`config.mk`:
```
export PLATFORM = sky130hd
export DESIGN_NAME = nfc_host
export DESIGN_NICKNAME = d
export VERILOG_FILES = /design/src/nfc_pkg.sv /design/src/nfc_host.sv /design/src/nfc_buf.sv
export SDC_FILE = /design/constraint.sdc
export NUM_CORES = 1
export LEC_CHECK = 0
export ABC_CLOCK_PERIOD_IN_PS = 2900
export BUFFER_PORTS_ARGS = -buffer_cell sky130_fd_sc_hd__buf_4
export CAP_MARGIN = 30
export CORE_ASPECT_RATIO = 1.75
export CORE_MARGIN = 5
export CORE_UTILIZATION = 50
export DETAILED_ROUTE_END_ITERATION = 8
export GPL_TIMING_DRIVEN = 0
export PLACE_DENSITY = 0.8
export RECOVER_POWER = 100
export REMOVE_ABC_BUFFERS = 1
export SLEW_MARGIN = 20
export SYNTH_ARGS = -nofsm -noshare
export SYNTH_HDL_FRONTEND = slang
export SYNTH_SLANG_ARGS = --single-unit
```
`constraint.sdc`:
```
create_clock -name clk_sys_i -period 2.9 [get_ports clk_sys_i]
set_input_delay 0.58 -clock clk_sys_i [delete_from_list [all_inputs] [get_ports clk_sys_i]]
set_output_delay 0.58 -clock clk_sys_i [all_outputs]
set_load 0.01 [all_outputs]
```
`src/nfc_pkg.sv`:
```
// Constants, types and request carriers for the NAND flash host controller.
// Assumes one 25 MHz system clock and a device that samples on write-strobe rising edges.
package nfc_pkg;
	localparam int CLK_NS = 40;
	localparam int WB_NS = 100;
	localparam int WB_CYC = (WB_NS + CLK_NS - 1) / CLK_NS;
	localparam logic [3:0] WB_CNT = 4'(WB_CYC);
	localparam int PAGE_BYTES = 2112;
	localparam int ECC_CHUNK = 528;
	localparam logic [9:0] ECC_LAST = 10'(ECC_CHUNK - 1);
	localparam logic [7:0] CMD_READ_SETUP = 8'h00;
	localparam logic [7:0] CMD_READ_CONFIRM = 8'h30;
	localparam logic [7:0] CMD_PROG_SETUP = 8'h80;
	localparam logic [7:0] CMD_PROG_CONFIRM = 8'h10;
	localparam logic [7:0] CMD_ERASE_SETUP = 8'h60;
	localparam logic [7:0] CMD_ERASE_CONFIRM = 8'hD0;
	localparam logic [2:0] ADDR_COL_LO = 3'h0;
	localparam logic [2:0] ADDR_COL_HI = 3'h1;
	localparam logic [2:0] ADDR_ROW_0 = 3'h2;
	localparam logic [2:0] ADDR_ROW_1 = 3'h3;
	localparam logic [2:0] ADDR_ROW_2 = 3'h4;
	localparam logic [11:0] LEN_ONE = 12'h001;
	typedef enum logic [1:0] {
		OP_READ = 2'h0,
		OP_PROG = 2'h1,
		OP_ERASE = 2'h2
	} nfc_op_e;
	typedef enum logic [6:0] {
		ST_IDLE = 7'h01,
		ST_CMD1 = 7'h02,
		ST_ADDR = 7'h04,
		ST_WDATA = 7'h08,
		ST_CMD2 = 7'h10,
		ST_WAIT = 7'h20,
		ST_RDATA = 7'h40
	} nfc_state_e;
	typedef struct packed {
		nfc_op_e op;
		logic [11:0] col;
		logic [17:0] row;
		logic [11:0] len;
	} nfc_req_s;
	typedef struct packed {
		logic [12:0] syn;
		logic par;
	} nfc_ecc_s;
endpackage

```
`src/nfc_host.sv`:
```
// Host controller that drives a byte-wide NAND flash over its strobe pins.
// Assumes pin inputs synchronous to clk_sys_i and a pull-up on the ready/busy wire.
`timescale 1ns/1ps
`default_nettype none
module nfc_host (
	input wire logic clk_sys_i,
	input wire logic srst_i,
	input wire logic req_valid_i,
	output logic req_ready_o,
	input wire nfc_pkg::nfc_req_s req_i,
	output logic done_o,
	input wire logic wr_valid_i,
	output logic wr_ready_o,
	input wire logic [7:0] wr_data_i,
	output logic rd_valid_o,
	input wire logic rd_ready_i,
	output logic [7:0] rd_data_o,
	output logic ecc_valid_o,
	output var nfc_pkg::nfc_ecc_s ecc_o,
	input wire logic allow_write_i,
	output logic ce_n_o,
	output logic cle_o,
	output logic ale_o,
	output logic we_n_o,
	output logic read_strobe_n_o,
	output logic wp_n_o,
	input wire logic [7:0] bus_lines_i,
	output logic [7:0] bus_lines_o,
	output logic bus_lines_oe_n_o,
	input wire logic rb_i
);
	nfc_pkg::nfc_state_e state, next_state;
	nfc_pkg::nfc_req_s req, next_req;
	logic ph, next_ph;
	logic [2:0] aidx, next_aidx;
	logic [11:0] cnt, next_cnt;
	logic [3:0] wbc, next_wbc;
	logic [7:0] next_bus;
	logic next_oe_n, next_ce_n, next_cle, next_ale, next_we_n, next_wp_n, next_done;
	logic next_read_strobe_n;
	logic buf_in_valid, buf_in_ready;
	logic [7:0] abyte, setup_code, confirm_code;

	nfc_buf #(.W(8), .D(2)) u_rbuf (
		.clk_sys_i(clk_sys_i),
		.srst_i(srst_i),
		.in_valid_i(buf_in_valid),
		.in_ready_o(buf_in_ready),
		.in_data_i(bus_lines_i),
		.out_valid_o(rd_valid_o),
		.out_ready_i(rd_ready_i),
		.out_data_o(rd_data_o)
	);

	assign req_ready_o = (state == nfc_pkg::ST_IDLE);
	assign wr_ready_o = (state == nfc_pkg::ST_WDATA) && !ph;
	assign buf_in_valid = (state == nfc_pkg::ST_RDATA) && ph;

	always_comb begin
		unique case (req.op)
			nfc_pkg::OP_PROG: begin
				setup_code = nfc_pkg::CMD_PROG_SETUP;
				confirm_code = nfc_pkg::CMD_PROG_CONFIRM;
			end
			nfc_pkg::OP_ERASE: begin
				setup_code = nfc_pkg::CMD_ERASE_SETUP;
				confirm_code = nfc_pkg::CMD_ERASE_CONFIRM;
			end
			default: begin
				setup_code = nfc_pkg::CMD_READ_SETUP;
				confirm_code = nfc_pkg::CMD_READ_CONFIRM;
			end
		endcase
	end

	// Column low first, upper nibble of column high and upper six bits of the last row byte forced low
	always_comb begin
		unique case (aidx)
			nfc_pkg::ADDR_COL_LO: abyte = req.col[7:0];
			nfc_pkg::ADDR_COL_HI: abyte = {4'h0, req.col[11:8]};
			nfc_pkg::ADDR_ROW_0: abyte = req.row[7:0];
			nfc_pkg::ADDR_ROW_1: abyte = req.row[15:8];
			default: abyte = {6'h00, req.row[17:16]};
		endcase
	end

	always_comb begin
		next_state = state;
		next_req = req;
		next_ph = ph;
		next_aidx = aidx;
		next_cnt = cnt;
		next_wbc = wbc;
		next_bus = bus_lines_o;
		next_oe_n = bus_lines_oe_n_o;
		next_ce_n = ce_n_o;
		next_cle = cle_o;
		next_ale = ale_o;
		next_we_n = we_n_o;
		next_read_strobe_n = read_strobe_n_o;
		next_wp_n = allow_write_i;
		next_done = 1'b0;
		unique case (state)
			nfc_pkg::ST_IDLE: begin
				next_ce_n = 1'b1;
				next_cle = 1'b0;
				next_ale = 1'b0;
				next_we_n = 1'b1;
				next_read_strobe_n = 1'b1;
				next_oe_n = 1'b1;
				if (req_valid_i) begin
					next_req = req_i;
					next_cnt = req_i.len;
					next_ph = 1'b0;
					next_ce_n = 1'b0;
					next_state = nfc_pkg::ST_CMD1;
				end
			end
			nfc_pkg::ST_CMD1, nfc_pkg::ST_CMD2: begin
				if (!ph) begin
					next_we_n = 1'b0;
					next_cle = 1'b1;
					next_ale = 1'b0;
					next_oe_n = 1'b0;
					next_bus = (state == nfc_pkg::ST_CMD1) ? setup_code : confirm_code;
					next_ph = 1'b1;
				end else begin
					next_we_n = 1'b1;
					next_ph = 1'b0;
					if (state == nfc_pkg::ST_CMD1) begin
						next_state = nfc_pkg::ST_ADDR;
						// Erase skips the column cycles
						next_aidx = (req.op == nfc_pkg::OP_ERASE) ? nfc_pkg::ADDR_ROW_0 :
							nfc_pkg::ADDR_COL_LO;
					end else begin
						next_state = nfc_pkg::ST_WAIT;
						next_wbc = '0;
					end
				end
			end
			nfc_pkg::ST_ADDR: begin
				if (!ph) begin
					next_we_n = 1'b0;
					next_cle = 1'b0;
					next_ale = 1'b1;
					next_oe_n = 1'b0;
					next_bus = abyte;
					next_ph = 1'b1;
				end else begin
					next_we_n = 1'b1;
					next_ph = 1'b0;
					if (aidx == nfc_pkg::ADDR_ROW_2) begin
						next_state = (req.op == nfc_pkg::OP_PROG) ? nfc_pkg::ST_WDATA :
							nfc_pkg::ST_CMD2;
					end else begin
						next_aidx = aidx + 1'b1;
					end
				end
			end
			nfc_pkg::ST_WDATA: begin
				if (!ph) begin
					next_ale = 1'b0;
					if (wr_valid_i) begin
						next_we_n = 1'b0;
						next_bus = wr_data_i;
						next_ph = 1'b1;
					end
				end else begin
					next_we_n = 1'b1;
					next_ph = 1'b0;
					next_cnt = cnt - 1'b1;
					if (cnt == nfc_pkg::LEN_ONE) begin
						next_state = nfc_pkg::ST_CMD2;
					end
				end
			end
			nfc_pkg::ST_WAIT: begin
				next_cle = 1'b0;
				next_oe_n = 1'b1;
				if (wbc != nfc_pkg::WB_CNT) begin
					next_wbc = wbc + 1'b1;
				end else if (rb_i) begin
					next_ph = 1'b0;
					if (req.op == nfc_pkg::OP_READ) begin
						next_state = nfc_pkg::ST_RDATA;
					end else begin
						next_state = nfc_pkg::ST_IDLE;
						next_done = 1'b1;
						next_ce_n = 1'b1;
					end
				end
			end
			nfc_pkg::ST_RDATA: begin
				if (!ph) begin
					// Hold off the strobe until the buffer has room
					if (buf_in_ready) begin
						next_read_strobe_n = 1'b0;
						next_ph = 1'b1;
					end
				end else begin
					next_read_strobe_n = 1'b1;
					next_ph = 1'b0;
					next_cnt = cnt - 1'b1;
					if (cnt == nfc_pkg::LEN_ONE) begin
						next_state = nfc_pkg::ST_IDLE;
						next_done = 1'b1;
						next_ce_n = 1'b1;
					end
				end
			end
			default: begin
				next_state = nfc_pkg::ST_IDLE;
			end
		endcase
	end

	always_ff @(posedge clk_sys_i) begin
		if (srst_i) begin
			state <= nfc_pkg::ST_IDLE;
			req <= '0;
			ph <= 1'b0;
			aidx <= '0;
			cnt <= '0;
			wbc <= '0;
			bus_lines_o <= '0;
			bus_lines_oe_n_o <= 1'b1;
			ce_n_o <= 1'b1;
			cle_o <= 1'b0;
			ale_o <= 1'b0;
			we_n_o <= 1'b1;
			read_strobe_n_o <= 1'b1;
			wp_n_o <= 1'b0;
			done_o <= 1'b0;
		end else begin
			state <= next_state;
			req <= next_req;
			ph <= next_ph;
			aidx <= next_aidx;
			cnt <= next_cnt;
			wbc <= next_wbc;
			bus_lines_o <= next_bus;
			bus_lines_oe_n_o <= next_oe_n;
			ce_n_o <= next_ce_n;
			cle_o <= next_cle;
			ale_o <= next_ale;
			we_n_o <= next_we_n;
			read_strobe_n_o <= next_read_strobe_n;
			wp_n_o <= next_wp_n;
			done_o <= next_done;
		end
	end

	// Single-error syndrome over each 528-byte chunk of the stream
	logic feed, last;
	logic [7:0] fb;
	logic [9:0] eidx, next_eidx;
	logic [12:0] chain [9];
	nfc_pkg::nfc_ecc_s acc, next_acc, next_ecc;
	logic next_ecc_valid;
	logic rd_phase;
	assign rd_phase = (state == nfc_pkg::ST_RDATA);
	assign feed = (wr_valid_i && wr_ready_o) || buf_in_valid;
	assign fb = buf_in_valid ? bus_lines_i : wr_data_i;
	assign last = (cnt == nfc_pkg::LEN_ONE) || (eidx == nfc_pkg::ECC_LAST);
	assign chain[0] = acc.syn;
	genvar g;
	generate
		for (g = 0; g < 8; g++) begin : g_syn
			assign chain[g+1] = chain[g] ^ (fb[g] ? {eidx, 3'(g)} : 13'h0000);
		end
	endgenerate

	always_comb begin
		next_acc = acc;
		next_eidx = eidx;
		next_ecc = ecc_o;
		next_ecc_valid = 1'b0;
		if (req_valid_i && req_ready_o) begin
			next_acc = '0;
			next_eidx = '0;
		end else if (feed) begin
			next_acc = {chain[8], acc.par ^ (^fb)};
			next_eidx = eidx + 1'b1;
			if (last) begin
				next_ecc = next_acc;
				next_ecc_valid = 1'b1;
				next_acc = '0;
				next_eidx = '0;
			end
		end
	end

	always_ff @(posedge clk_sys_i) begin
		if (srst_i) begin
			acc <= '0;
			eidx <= '0;
			ecc_o <= '0;
			ecc_valid_o <= 1'b0;
		end else begin
			acc <= next_acc;
			eidx <= next_eidx;
			ecc_o <= next_ecc;
			ecc_valid_o <= next_ecc_valid;
		end
	end

	a_cle_cmd_latch: assert property (@(posedge clk_sys_i) disable iff (srst_i)
		$rose(we_n_o) && cle_o |-> !bus_lines_oe_n_o && !ale_o && $stable(bus_lines_o))
		else $error("command latched without driven bus");
	a_ale_addr_latch: assert property (@(posedge clk_sys_i) disable iff (srst_i)
		$rose(we_n_o) && ale_o |-> !bus_lines_oe_n_o && !cle_o && $stable(bus_lines_o))
		else $error("address latched without driven bus");
	a_data_strobe_hold: assert property (@(posedge clk_sys_i) disable iff (srst_i)
		$fell(we_n_o) |-> !bus_lines_oe_n_o ##1 ($rose(we_n_o) && $stable(bus_lines_o)))
		else $error("write strobe pulse malformed");
	a_col_top_zero: assert property (@(posedge clk_sys_i) disable iff (srst_i)
		!we_n_o && ale_o && aidx == nfc_pkg::ADDR_COL_HI |-> bus_lines_o[7:4] == 4'h0)
		else $error("column high byte upper bits not low");
	a_row_top_zero: assert property (@(posedge clk_sys_i) disable iff (srst_i)
		!we_n_o && ale_o && aidx == nfc_pkg::ADDR_ROW_2 |-> bus_lines_o[7:2] == 6'h00)
		else $error("last row byte upper bits not low");
	a_erase_rows_only: assert property (@(posedge clk_sys_i) disable iff (srst_i)
		ale_o && req.op == nfc_pkg::OP_ERASE |-> aidx >= nfc_pkg::ADDR_ROW_0)
		else $error("column cycle sent for erase");
	a_confirm_then_wait: assert property (@(posedge clk_sys_i) disable iff (srst_i)
		$rose(we_n_o) && cle_o && state == nfc_pkg::ST_WAIT |=> read_strobe_n_o[*4])
		else $error("strobe issued inside busy window");
	a_read_after_ready: assert property (@(posedge clk_sys_i) disable iff (srst_i)
		$fell(read_strobe_n_o) |-> $past(rb_i, 1) || $past(rd_phase, 2))
		else $error("read strobe before ready");
	a_wp_follows: assert property (@(posedge clk_sys_i) disable iff (srst_i)
		!$past(srst_i) |-> wp_n_o == $past(allow_write_i))
		else $error("write protect does not follow enable");
	a_strobes_apart: assert property (@(posedge clk_sys_i) disable iff (srst_i)
		!read_strobe_n_o |-> we_n_o && bus_lines_oe_n_o ##1 read_strobe_n_o)
		else $error("read strobe overlaps drive or lasts too long");
endmodule // nfc_host
`default_nettype wire

```
`src/nfc_buf.sv`:
```
// Two-entry flip-flop buffer with valid/ready on both sides.
// Assumes a single clock and synchronous active-high reset.
`timescale 1ns/1ps
`default_nettype none
module nfc_buf #(
	parameter int W = 8,
	parameter int D = 2
) (
	input wire logic clk_sys_i,
	input wire logic srst_i,
	input wire logic in_valid_i,
	output logic in_ready_o,
	input wire logic [W-1:0] in_data_i,
	output logic out_valid_o,
	input wire logic out_ready_i,
	output logic [W-1:0] out_data_o
);
	localparam int AW = (D > 1) ? $clog2(D) : 1;
	localparam int CW = $clog2(D + 1);
	localparam logic [AW-1:0] PTR_LAST = AW'(D - 1);
	localparam logic [CW-1:0] CNT_FULL = CW'(D);
	logic [W-1:0] mem [D];
	logic [W-1:0] next_mem [D];
	logic [AW-1:0] wptr, rptr, next_wptr, next_rptr;
	logic [CW-1:0] cnt, next_cnt;
	logic push, pop;

	assign in_ready_o = (cnt != CNT_FULL);
	assign out_valid_o = (cnt != '0);
	assign out_data_o = mem[rptr];
	assign push = in_valid_i && in_ready_o;
	assign pop = out_valid_o && out_ready_i;

	genvar e;
	generate
		for (e = 0; e < D; e++) begin : g_entry
			assign next_mem[e] = (push && wptr == AW'(e)) ? in_data_i : mem[e];
		end
	endgenerate

	always_comb begin
		next_wptr = wptr;
		next_rptr = rptr;
		next_cnt = cnt;
		if (push) begin
			next_wptr = (wptr == PTR_LAST) ? '0 : wptr + 1'b1;
		end
		if (pop) begin
			next_rptr = (rptr == PTR_LAST) ? '0 : rptr + 1'b1;
		end
		if (push && !pop) begin
			next_cnt = cnt + 1'b1;
		end else if (pop && !push) begin
			next_cnt = cnt - 1'b1;
		end
	end

	always_ff @(posedge clk_sys_i) begin
		if (srst_i) begin
			wptr <= '0;
			rptr <= '0;
			cnt <= '0;
		end else begin
			wptr <= next_wptr;
			rptr <= next_rptr;
			cnt <= next_cnt;
		end
		mem <= next_mem;
	end
endmodule // nfc_buf
`default_nettype wire

```
==> out/metrics.csv, run 1 <==
stage,metric,value,unit
timing,period_share,0.960,
logic_synthesis,ys_types,59,
logic_synthesis,async_flop_share,0,
floorplan,io-pin-count,109,
logic_synthesis,synth.top_cells.by_area,"dfxtp_1 (36%), edfxtp_1 (7.3%), nand2_1 (5.1%)",
logic_synthesis,yosysSeqAreaShare,0.433,
logic_synthesis,synth_edf_count,16,
detailed_routing,routed_wl,17100,um
setup_path,r2r_cells,7,
timing,min_period,2780,ps
run_status,status,finished clean,
layout,mostFrequentLayoutCells,"dfxtp_1 (117), nand2_1 (89), nor2_1 (77), a21oi_1 (67), buf_4 (64)",
clock_network,clk_path_buf_depth,2,
timing,fmax,359,MHz
job,maxCapViolations,0,
hold_path,hp-class,primary input to flip-flop,
setup_path,worstPathBufferInverterCount,1,
placement,port_buffers,108,
clock_network,clk_pin_slew_worst_paths,60,ps
setup_path,criticalPathCategory,flip-flop to output port,
clock_network,cts_root_buffer,clkbuf_16,
setup_path,regToRegSetupSlack,160,ps
setup_path,max_stage_delay,500,ps
timing,fin_skew,8.84,ps
detailed_routing,drt_iter0_drc,481,
detailed_routing,route.vias.total,6009,
floorplan,dieArea,15600,um^2
layout,layout.cells.most_common,dfxtp_1,
setup_path,cp_max_fo,10,
clock_network,clkLatencyLatePin,420,ps
grt,groute.usage.overall,0.216,
logic_synthesis,yosys_warnings,0,
layout,antenna_cells,0,
layout,syn2layout_area_growth,21.1,%
layout,fin_util,0.615,
detailed_routing,drc_errors,0,
floorplan,core_region_area,12900,um^2
detailed_routing,post_drt_via_cell_ratio,5.77,
setup_path,critical_path.reg2reg.endpoint,cnt[0],
floorplan,die_x,96.6,um
setup_path,startpoint_type,flip-flop,
clock_network,numCtsBuffers,17,
hold_path,hold_end,wp_n_o,
placement,dp_hpwl,12200,um
timing,timing.final.hold_violations,0,
setup_path,cp_top_family,simple AND/OR/NAND/NOR gates,
grt,grt_overflow,0,
setup_path,cp_cell_sequence,nor4_1 > nand3_1 > nor2_1 > buf_4,
pwr,vdd_drop_max,0.000424,V
logic_synthesis,avgSynthCellArea,8.52,um^2
timing,finalSetupTns,0,ps
pwr,leakagePower,2.76,nW
setup_path,r2r-start,state[4],
detailed_routing,drtPass1Iterations,5,
placement,place.gp.congestion,0.908,
floorplan,rows,55,
floorplan,initial_utilization,0.508,
pwr,power.density,600,nW/um^2
clock_network,cts-htree-levels,4,
placement,placed_area,7470,um^2
timing,setup_violations,0,
grt,grt_max_degree,65,
setup_path,cpMaxStageDelayCell,nor4_1,
logic_synthesis,synthCells,771,
logic_synthesis,synth_top_cell_by_area,dfxtp_1,
clock_network,cts_sinks,134,
logic_synthesis,ys_ff_latch,134,
setup_path,arrival,2200,ps
hold_path,hold_depth,2,
detailed_routing,wl_per_cell,16.4,um
timing,worst_slew_pin_slew,956,ps
logic_synthesis,synth_top_area_frac,0.360,
grt,antenna_found_initial,0,
floorplan,fp.dieH,162,um
logic_synthesis,synth_area,6570,um^2
timing,drv_slew,0,
setup_path,endpoint_kind,output port,
grt,grt_pass1_wl,27700,um
hold_path,hp-start,allow_write_i,
clock_network,cts_tree,yes,
setup_path,critPathRequiredTime,2320,ps
logic_synthesis,synth_ff_type,dfxtp_1,
layout,final_area,7960,um^2
timing,maxSlewHeadroom,0.357,
detailed_routing,antenna_left,0,
grt,grt_pass1_vias,5908,
layout,nets,938,
timing,rsz0062_at_grt,yes,
layout,drive_above_1_share,0.147,
==> worst reg2reg max path, stage by stage, from the launching register on <==
cell	delay (ps)
dfxtp_1	430
nor4_1	500
nand3_1	400
inv_1	220
and2_1	320
a21oi_1	250
or3_1	400
a31oi_1	150
==> per-stage QoR <==
stage | hold WS (ps) | cells | setup WS [ps] | power [mW]
3_5_place_dp | 444 | 1006 | -411 | 2.75
4_1_cts | 354 | 1042 | 2.78 | 4.81
6_report | 372 | 1042 | 117 | 4.77
2_1_floorplan | 425 | 723 | -13.0 | 2.45
3_3_place_gp | 438 | 1002 | -772 | 2.71
5_1_grt | 386 | 1042 | -21.8 | 4.98
==> cells in the mapped netlist, types with 7 or more instances <==
cell type,count
nor2b_1,8
nor3_1,23
a21oi_1,67
a31oi_1,30
mux2_2,10
nor4_1,9
a311oi_1,11
clkbuf_1,27
nand2_1,90
xnor2_1,32
edfxtp_1,16
inv_1,25
ha_1,13
nand3_1,14
or3_1,14
a211oi_1,10
dfxtp_1,118
o21ai_0,46
buf_2,11
mux2i_1,7
a222oi_1,8
nor2_1,78
xor2_1,13
==> report_power, final <==
part,internal [mW],switching (mW)
combinational,0.274,0.431
clock,1.25,0.810
sequential,1.95,0.0631
total,3.47,1.30
==> worst max-delay path by stage <==
stage                     startpoint         end  slack, ps  cells after the start
after global placement      state[4]   ecc_o[10]       -770                      6
after global routing        state[4]      cnt[0]        -20                      7
final                       state[4]  wr_ready_o        120                      4
after floorplan             state[4]   ecc_o[10]        -10                      6
after detailed placement    state[4]      acc[7]       -410                      6
after CTS                   state[4]      cnt[1]          3                      6
==> state kept, by name, summed over array words and instances (netlist names) <==
| signal | cells |
|---|---|
| bus_lines_oe_n_o | 1 |
| ecc_valid_o | 1 |
| eidx | 10 |
| u_rbuf.mem | 16 |
| ecc_o | 14 |
| acc | 14 |
| wp_n_o | 1 |
| u_rbuf.wptr | 1 |
| done_o | 1 |
| u_rbuf.cnt | 2 |
| u_rbuf.rptr | 1 |
| state | 7 |
| wbc | 4 |
| ale_o | 1 |
| cle_o | 1 |
| bus_lines_o | 8 |
| ph | 1 |
| we_n_o | 1 |
| cnt | 12 |
| aidx | 3 |
| req | 32 |
| read_strobe_n_o | 1 |
| ce_n_o | 1 |
==> layout make-up <==
type	instances	area, um^2
sequential	134	2840
multi-input combinational	564	3500
clock inverter	11	100
tap	171	214
clock buffer	21	470
inverter	26	97.6
timing repair buffer	115	727
fill	1204	4980
==> per-layer routing <==
metal	up-vias	GRT usage	wire [um]
met5	-	0	0
met4	0	0.130	726
met1	2804	0.222	6500
met2	197	0.393	9030
met3	54	0.0510	829
li1	2954	-	-
==> cells by family (layout without fill, tap and decap cells) <==
kind of cell	count (synthesis)	in the layout	share of synthesized area
AND/OR/NAND/NOR	276	277	0.203
AO/OA/AOI/OAI	212	212	0.205
flip-flops	134	134	0.433
buffers and inverters	74	173	0.0467
XOR/XNOR	45	45	0.0600
multiplexers	17	17	0.0278
adder cells (fa/ha/maj)	13	13	0.0248
==> repair_timing <==
item / in CTS / in global routing
pin swaps: 2 / 1
buffers inserted: 3 / 0
endpoints found under the setup margin: 26 / 41
hold endpoints to repair: 0 / 0
hold buffers: 0 / 0
cloned: 1 / 0
resized for setup: 5 / 7
No activity file was read; power rests on OpenSTA's default activity.
==> inputs of run 2 (changes only) <==
- ABC_CLOCK_PERIOD_IN_PS: 2900 -> 3550
- CTS_CLUSTER_DIAMETER: default -> 40
- clock period: 2.9 -> 3.55 ns (I/O delays scaled with it)
==> run 2 against run 1 <==
Effect of this change:
- the run now ends with capacitance limit, slew limit left
- register-to-register slack improved by 260 ps
- die area did not move
- first-iteration DRC count is 11% lower
- non-clock buffer count down 1
- clock skew grew 0.96 ps
- via count shrank 1.0%
==> out/metrics.csv, run 2 (synthesis gave the netlist of run 1 again) <==
stage,metric,value,unit,change
setup_path,arrival,3450,ps,+1250 ps
layout,largest_reg_flops,32,,unchanged
pwr,vdd_drop_max,0.000344,V,-19%
hold_path,hp-class,flip-flop to flip-flop,,
timing,maxSlewHeadroom,-0.201,,-0.558
job,maxCapViolations,1,,+1
timing,fmax,319,MHz,
timing,drv_slew,38,,+38
clock_network,clk_pin_slew_worst_paths,60,ps,about the same
detailed_routing,wl_per_cell,16.2,um,-1.4%
timing,timing.final.ws_setup,418,ps,+302 ps
detailed_routing,route.vias.total,5948,,-1.0%
pwr,leakagePower,2.72,nW,-1.2%
layout,fillCellCount,1228,,+2.0%
setup_path,startpoint_type,flip-flop,,
grt,grt_overflow,0,,unchanged
detailed_routing,post_drt_via_cell_ratio,5.72,,-0.82%
timing,rsz0062_at_grt,no,,
detailed_routing,drtPass1Iterations,8,,+3
clock_network,cts_tree,yes,,
timing,worst_slew_pin_slew,1800,ps,+845 ps
timing,fin_hold_ws,452,ps,+80.6 ps
clock_network,postCtsHoldBufs,0,,unchanged
clock_network,clkLatencyLatePin,420,ps,about the same
timing,period_share,0.882,,
timing,timing.final.hold_violations,0,,unchanged
placement,dp_hpwl,12200,um,unchanged
detailed_routing,drt_iter0_drc,429,,-11%
layout,regMostFlops,req,,
layout,register_area,2840,um^2,about the same
grt,grt_pass1_vias,5810,,-1.7%
layout,multi_input_area,3420,um^2,-2.5%
layout,drive_above_1_share,0.130,,-0.0169
grt,grt_pass1_wl,27200,um,-1.7%
run_status,status,"complete, but fails checks",,
layout,layout.cells.most_common,dfxtp_1,,
floorplan,fp.dieH,162,um,unchanged
floorplan,core_region_area,12900,um^2,unchanged
detailed_routing,routed_wl,16800,um,-1.6%
floorplan,dieArea,15600,um^2,unchanged
clock_network,cts_sinks,134,,unchanged
grt,groute.usage.overall,0.212,,-0.00410
placement,port_buffers,108,,unchanged
layout,top_regs,"req x32, u_rbuf.mem x16",,
setup_path,criticalPathCategory,flip-flop to flip-flop,,
placement,dpl.cell_count,1006,,unchanged
timing,min_period,3130,ps,
floorplan,rows,55,,unchanged
clock_network,cts_root_buffer,clkbuf_16,,
grt,grt_max_degree,64,,-1.5%
detailed_routing,drc_errors,0,,unchanged
layout,nets,936,,-0.21%
detailed_routing,antenna_left,0,,unchanged
timing,setup_violations,0,,unchanged
timing,fin_skew,9.80,ps,+0.962 ps
layout,mostFrequentLayoutCells,"dfxtp_1 (118), nand2_1 (89), nor2_1 (77), a21oi_1 (67), buf_4 (58)",,
setup_path,cp_max_fo,24,,+14
clock_network,post_cts_buffers,0,,-3
floorplan,die_x,96.6,um,unchanged
grt,antenna_found_initial,0,,unchanged
clock_network,cts-htree-levels,4,,unchanged
run_status,violations,"capacitance limit, slew limit",,
layout,syn2layout_area_growth,19.2,%,
pwr,power.density,495,nW/um^2,-17%
clock_network,numCtsBuffers,17,,unchanged
setup_path,endpoint_kind,flip-flop,,
setup_path,critPathRequiredTime,3870,ps,+1550 ps
floorplan,initial_utilization,0.508,,unchanged
layout,fin_cells,1040,,-0.19%
clock_network,clk_path_buf_depth,2,,unchanged
placement,place.gp.congestion,0.908,,unchanged
layout,antenna_cells,0,,unchanged
clock_network,cts_resized,0,,-5
placement,dp_slack,239,ps,+650 ps
floorplan,io-pin-count,109,,unchanged
## run 2: cell types whose count changed in the layout (fill, tap and decap cells not counted), sizes merged
cell          previous run  this run
nor4                    11        10
clkbuf                  69        75
buf                     67        59
dlymetal6s2s             0         1
## run 2: final timing paths
path / cells after the start / from / slack (ps) / end
min: 2 / req[23] / 450 / req[23]
min reg2reg: 2 / req[23] / 450 / req[23]
max: 6 / state[4] / 420 / req[27]
max reg2reg: 6 / state[4] / 420 / req[27]
## run 2: power by group
group	internal (mW)	total [mW]	switching, mW
Clock	1.02	1.68	0.666
Sequential	1.59	1.64	0.0502
Combinational	0.210	0.554	0.344
Total	2.82	3.88	1.06
## run 2: final cells by class
type                    count  share of cell area
clock inverters            11              0.0128
well taps                 171              0.0273
repair buffers            114              0.0880
inverters                  26              0.0125
multi-input cells         563               0.436
clock buffers              21              0.0601
flip-flops and latches    134               0.363
## run 2: layer usage
layer | GRT usage | vias to the layer above | part of all wire
li1 | - | 2946 | -
met3 | 0.0493 | 44 | 0.052
met4 | 0.128 | 0 | 0.040
met5 | 0 | - | 0
met2 | 0.387 | 198 | 0.53
met1 | 0.217 | 2760 | 0.38
## run 2: stage by stage
step / cell area, um^2 / power, mW / setup TNS (ps) / utilization
2_1_floorplan: 6360 / 2.00 / 0 / -
3_3_place_gp: 7380 / 2.21 / -1410 / 0.571
3_5_place_dp: 7470 / 2.25 / 0 / 0.577
4_1_cts: 8040 / 3.92 / 0 / 0.621
5_1_grt: 7830 / 4.05 / 0 / 0.605
6_report: 7830 / 3.88 / 0 / 0.605
## run 2: worst max-delay path: stages, from the launching register on
cell,delay [ps]
dfxtp_1,430
or4_1,590
nor4b_1,410
and2_2,530
dlymetal6s2s_1,690
nand2_1,180
a21oi_1,200
==> inputs of run 3 (changes only) <==
- PLACE_DENSITY: 0.8 -> 0.77
- SYNTH_HIERARCHICAL: default -> 1
==> run 3 against run 2 <==
Effect of this change:
- the flow still finishes with violations (capacitance limit, slew limit)
- worst setup slack worse by 55 ps
- final cell count up 2.7%
- combinational power up 130%
- clock skew down 4.2 ps
- largest power group is now registers
- flip-flop and latch count unchanged
- synthesized area up 5.9%
- utilization down 1.6 points
- routed wire length up 8.8%
- total power up 23%
- clock-buffer cell count down 3
- fmax down 1.7%
==> out/metrics.csv, run 3 <==
stage,metric,value,unit,change
logic_synthesis,synth_common_cells,"dfxtp_1 (118), nand2_1 (100), a21oi_1 (68)",,
logic_synthesis,synth_top_cell_by_area,dfxtp_1,,
logic_synthesis,async_flop_share,0,,unchanged
layout,largest_reg_flops,32,,unchanged
run_status,violations,"capacitance limit, slew limit",,
hold_path,hp-class,flip-flop to flip-flop,,
setup_path,startpoint,state[3],,
logic_synthesis,avgSynthCellArea,8.74,um^2,+2.6%
setup_path,startpoint_type,flip-flop,,
placement,place.gp.congestion,0.847,,-6.7%
run_status,status,"complete, but fails checks",,
detailed_routing,routed_wl,18300,um,+8.8%
floorplan,rows,57,,+3.6%
detailed_routing,route.vias.total,6339,,+6.6%
logic_synthesis,synth_mux_area_frac,0.0361,,+0.00833
logic_synthesis,synth_edf_count,16,,unchanged
timing,drv_slew,73,,+92%
detailed_routing,antenna_left,0,,unchanged
floorplan,die_x,99.2,um,+2.6%
floorplan,initial_utilization,0.505,,-0.00214
grt,grt_pass1_wl,29800,um,+9.7%
logic_synthesis,synth_area,6960,um^2,+5.9%
logic_synthesis,synthAdderAreaFrac,0.0234,,-0.00139
logic_synthesis,yosys_warnings,6,,+6
grt,grt_overflow,0,,unchanged
clock_network,cts_root_buffer,clkbuf_16,,
logic_synthesis,synth.top_cells.by_area,"dfxtp_1 (34%), edfxtp_1 (6.9%), nand2_1 (5.4%)",,
setup_path,critical_path.reg2reg.endpoint,acc[13],,
floorplan,io-pin-count,109,,unchanged
pwr,vdd_drop_max,0.000322,V,-6.3%
logic_synthesis,yosysSeqAreaShare,0.409,,-0.0243
timing,worst_slew_pin_slew,1630,ps,-176 ps
layout,layout.cells.most_common,dfxtp_1,,
placement,dp_hpwl,12700,um,+4.7%
hold_path,hold_depth,2,,unchanged
logic_synthesis,synth_compound_area_frac,0.224,,+0.0189
logic_synthesis,synth_ff_type,dfxtp_1,,
timing,fin_skew,5.65,ps,-4.15 ps
detailed_routing,drtPass1Iterations,6,,-2
layout,syn2layout_area_growth,16.7,%,
logic_synthesis,ys_ff_latch,134,,unchanged
setup_path,cp_max_fo,14,,-42%
detailed_routing,drc_errors,0,,unchanged
layout,regMostFlops,req,,
clock_network,numCtsBuffers,17,,unchanged
placement,dp_slack,479,ps,+239 ps
layout,nets,958,,+2.4%
clock_network,cts-htree-levels,4,,unchanged
setup_path,r2r-start,state[3],,
setup_path,critPathRequiredTime,3890,ps,+20 ps
clock_network,cts_tree,yes,,
timing,timing.final.ws_setup,363,ps,-55.1 ps
detailed_routing,post_drt_via_cell_ratio,5.94,,+3.8%
clock_network,cts_sinks,134,,unchanged
setup_path,endpoint,acc[13],,
clock_network,cts_resized,0,,unchanged
logic_synthesis,synth_top_area_frac,0.340,,-0.0202
detailed_routing,wl_per_cell,17.1,um,+6.0%
layout,mostFrequentLayoutCells,"dfxtp_1 (118), nand2_1 (100), a21oi_1 (68), buf_4 (59), o21ai_0 (54)",,
clock_network,clk_path_buf_depth,2,,unchanged
floorplan,dieArea,16500,um^2,+5.5%
logic_synthesis,synthCells,796,,+3.2%
clock_network,clk_pin_slew_worst_paths,60,ps,about the same
logic_synthesis,synth_xor_xnor_area_share,0.0613,,+0.00131
layout,antenna_cells,0,,unchanged
grt,antenna_found_initial,0,,unchanged
setup_path,endpoint_kind,flip-flop,,
timing,setup_violations,0,,unchanged
clock_network,postCtsHoldBufs,0,,unchanged
grt,grt_max_degree,73,,+14%
placement,port_buffers,108,,unchanged
grt,groute.usage.overall,0.222,,+0.00965
timing,period_share,0.898,,+0.0155
timing,min_period,3190,ps,+55.1 ps
grt,grt_pass1_vias,6174,,+6.3%
job,maxCapViolations,1,,unchanged
logic_synthesis,synthSimpleGateAreaFrac,0.195,,-0.00852
setup_path,regToRegSetupSlack,360,ps,-60 ps
timing,maxSlewHeadroom,-0.0839,,+0.117
floorplan,core_region_area,13800,um^2,+6.4%
setup_path,criticalPathCategory,flip-flop to flip-flop,,
timing,rsz0062_at_grt,no,,
layout,top_regs,"req x32, u_rbuf/mem x16",,
pwr,power.density,589,nW/um^2,+19%
logic_synthesis,synth_top_family_by_area,compound AO/OA/AOI/OAI gates,,
detailed_routing,drt_iter0_drc,378,,-12%
logic_synthesis,ys_types,77,,+31%
pwr,power,4.78,mW,+23%
setup_path,arrival,3530,ps,+80 ps
layout,drive_above_1_share,0.139,,+0.00913
setup_path,r2r_cells,6,,unchanged
timing,fmax,314,MHz,-1.7%
clock_network,post_cts_buffers,0,,unchanged
clock_network,clkLatencyLatePin,420,ps,about the same
logic_synthesis,yosysMostFrequentCell,dfxtp_1,,
pwr,leakagePower,2.86,nW,+5.1%
floorplan,fp.dieH,166,um,+2.8%
timing,timing.final.hold_violations,0,,unchanged
-- run 3: metal layers --
layer / GRT usage / wire length (um) / vias to the layer above
li1: - / - / 3082
met1: 0.250 / 6930 / 2989
met2: 0.393 / 9680 / 224
met3: 0.0492 / 1070 / 44
met4: 0.0981 / 606 / 0
met5: 0 / 0 / -
-- run 3: cell type report --
type / instances / area, um^2
tap: 177 / 221
clock buffer: 18 / 429
timing repair buffer: 114 / 663
inverter: 30 / 118
multi-input combinational: 581 / 3730
fill: 1264 / 5650
sequential: 134 / 2840
clock inverter: 14 / 111
-- run 3: worst min-delay path by stage --
stage          startpoint  endpoint  slack [ps]
6_report          req[29]   req[29]         450
5_1_grt           req[25]   req[25]         470
4_1_cts           req[29]   req[29]         450
3_5_place_dp      req[29]   req[29]         450
3_3_place_gp      req[29]   req[29]         440
2_1_floorplan     req[28]   req[28]         430
-- run 3: stage by stage --
stage	setup TNS (ps)	cell area, um^2	std cells	util	hold WS (ps)
3_5_place_dp	0	7780	1033	0.565	447
2_1_floorplan	0	6710	745	-	427
3_3_place_gp	-2440	7740	1030	0.563	441
6_report	0	8120	1068	0.590	453
5_1_grt	0	8120	1068	0.590	472
4_1_cts	0	8320	1065	0.604	455
-- run 3: critical path: stages (launching register included) --
cell and delay (ps):
dfxtp_1 610, or4b_1 610, o22a_1 290, nor4_2 1050, buf_6 260, a41oi_1 130, a31oi_1 160
-- run 3: report_power, final --
part           leakage, nW  switching, mW  internal [mW]
Clock                0.251          0.670          0.952
Sequential            1.10          0.170           1.69
Combinational         1.51          0.832          0.469
-- run 3: kinds of logic (layout without fill, tap and decap cells) --
family                   count (synthesis)  after routing
AO/OA/AOI/OAI                          239            239
XOR/XNOR                                39             39
adder cells (fa/ha/maj)                 13             13
buffers and inverters                   81            176
flip-flops                             134            134
multiplexers                            23             23
AND/OR/NAND/NOR                        267            267
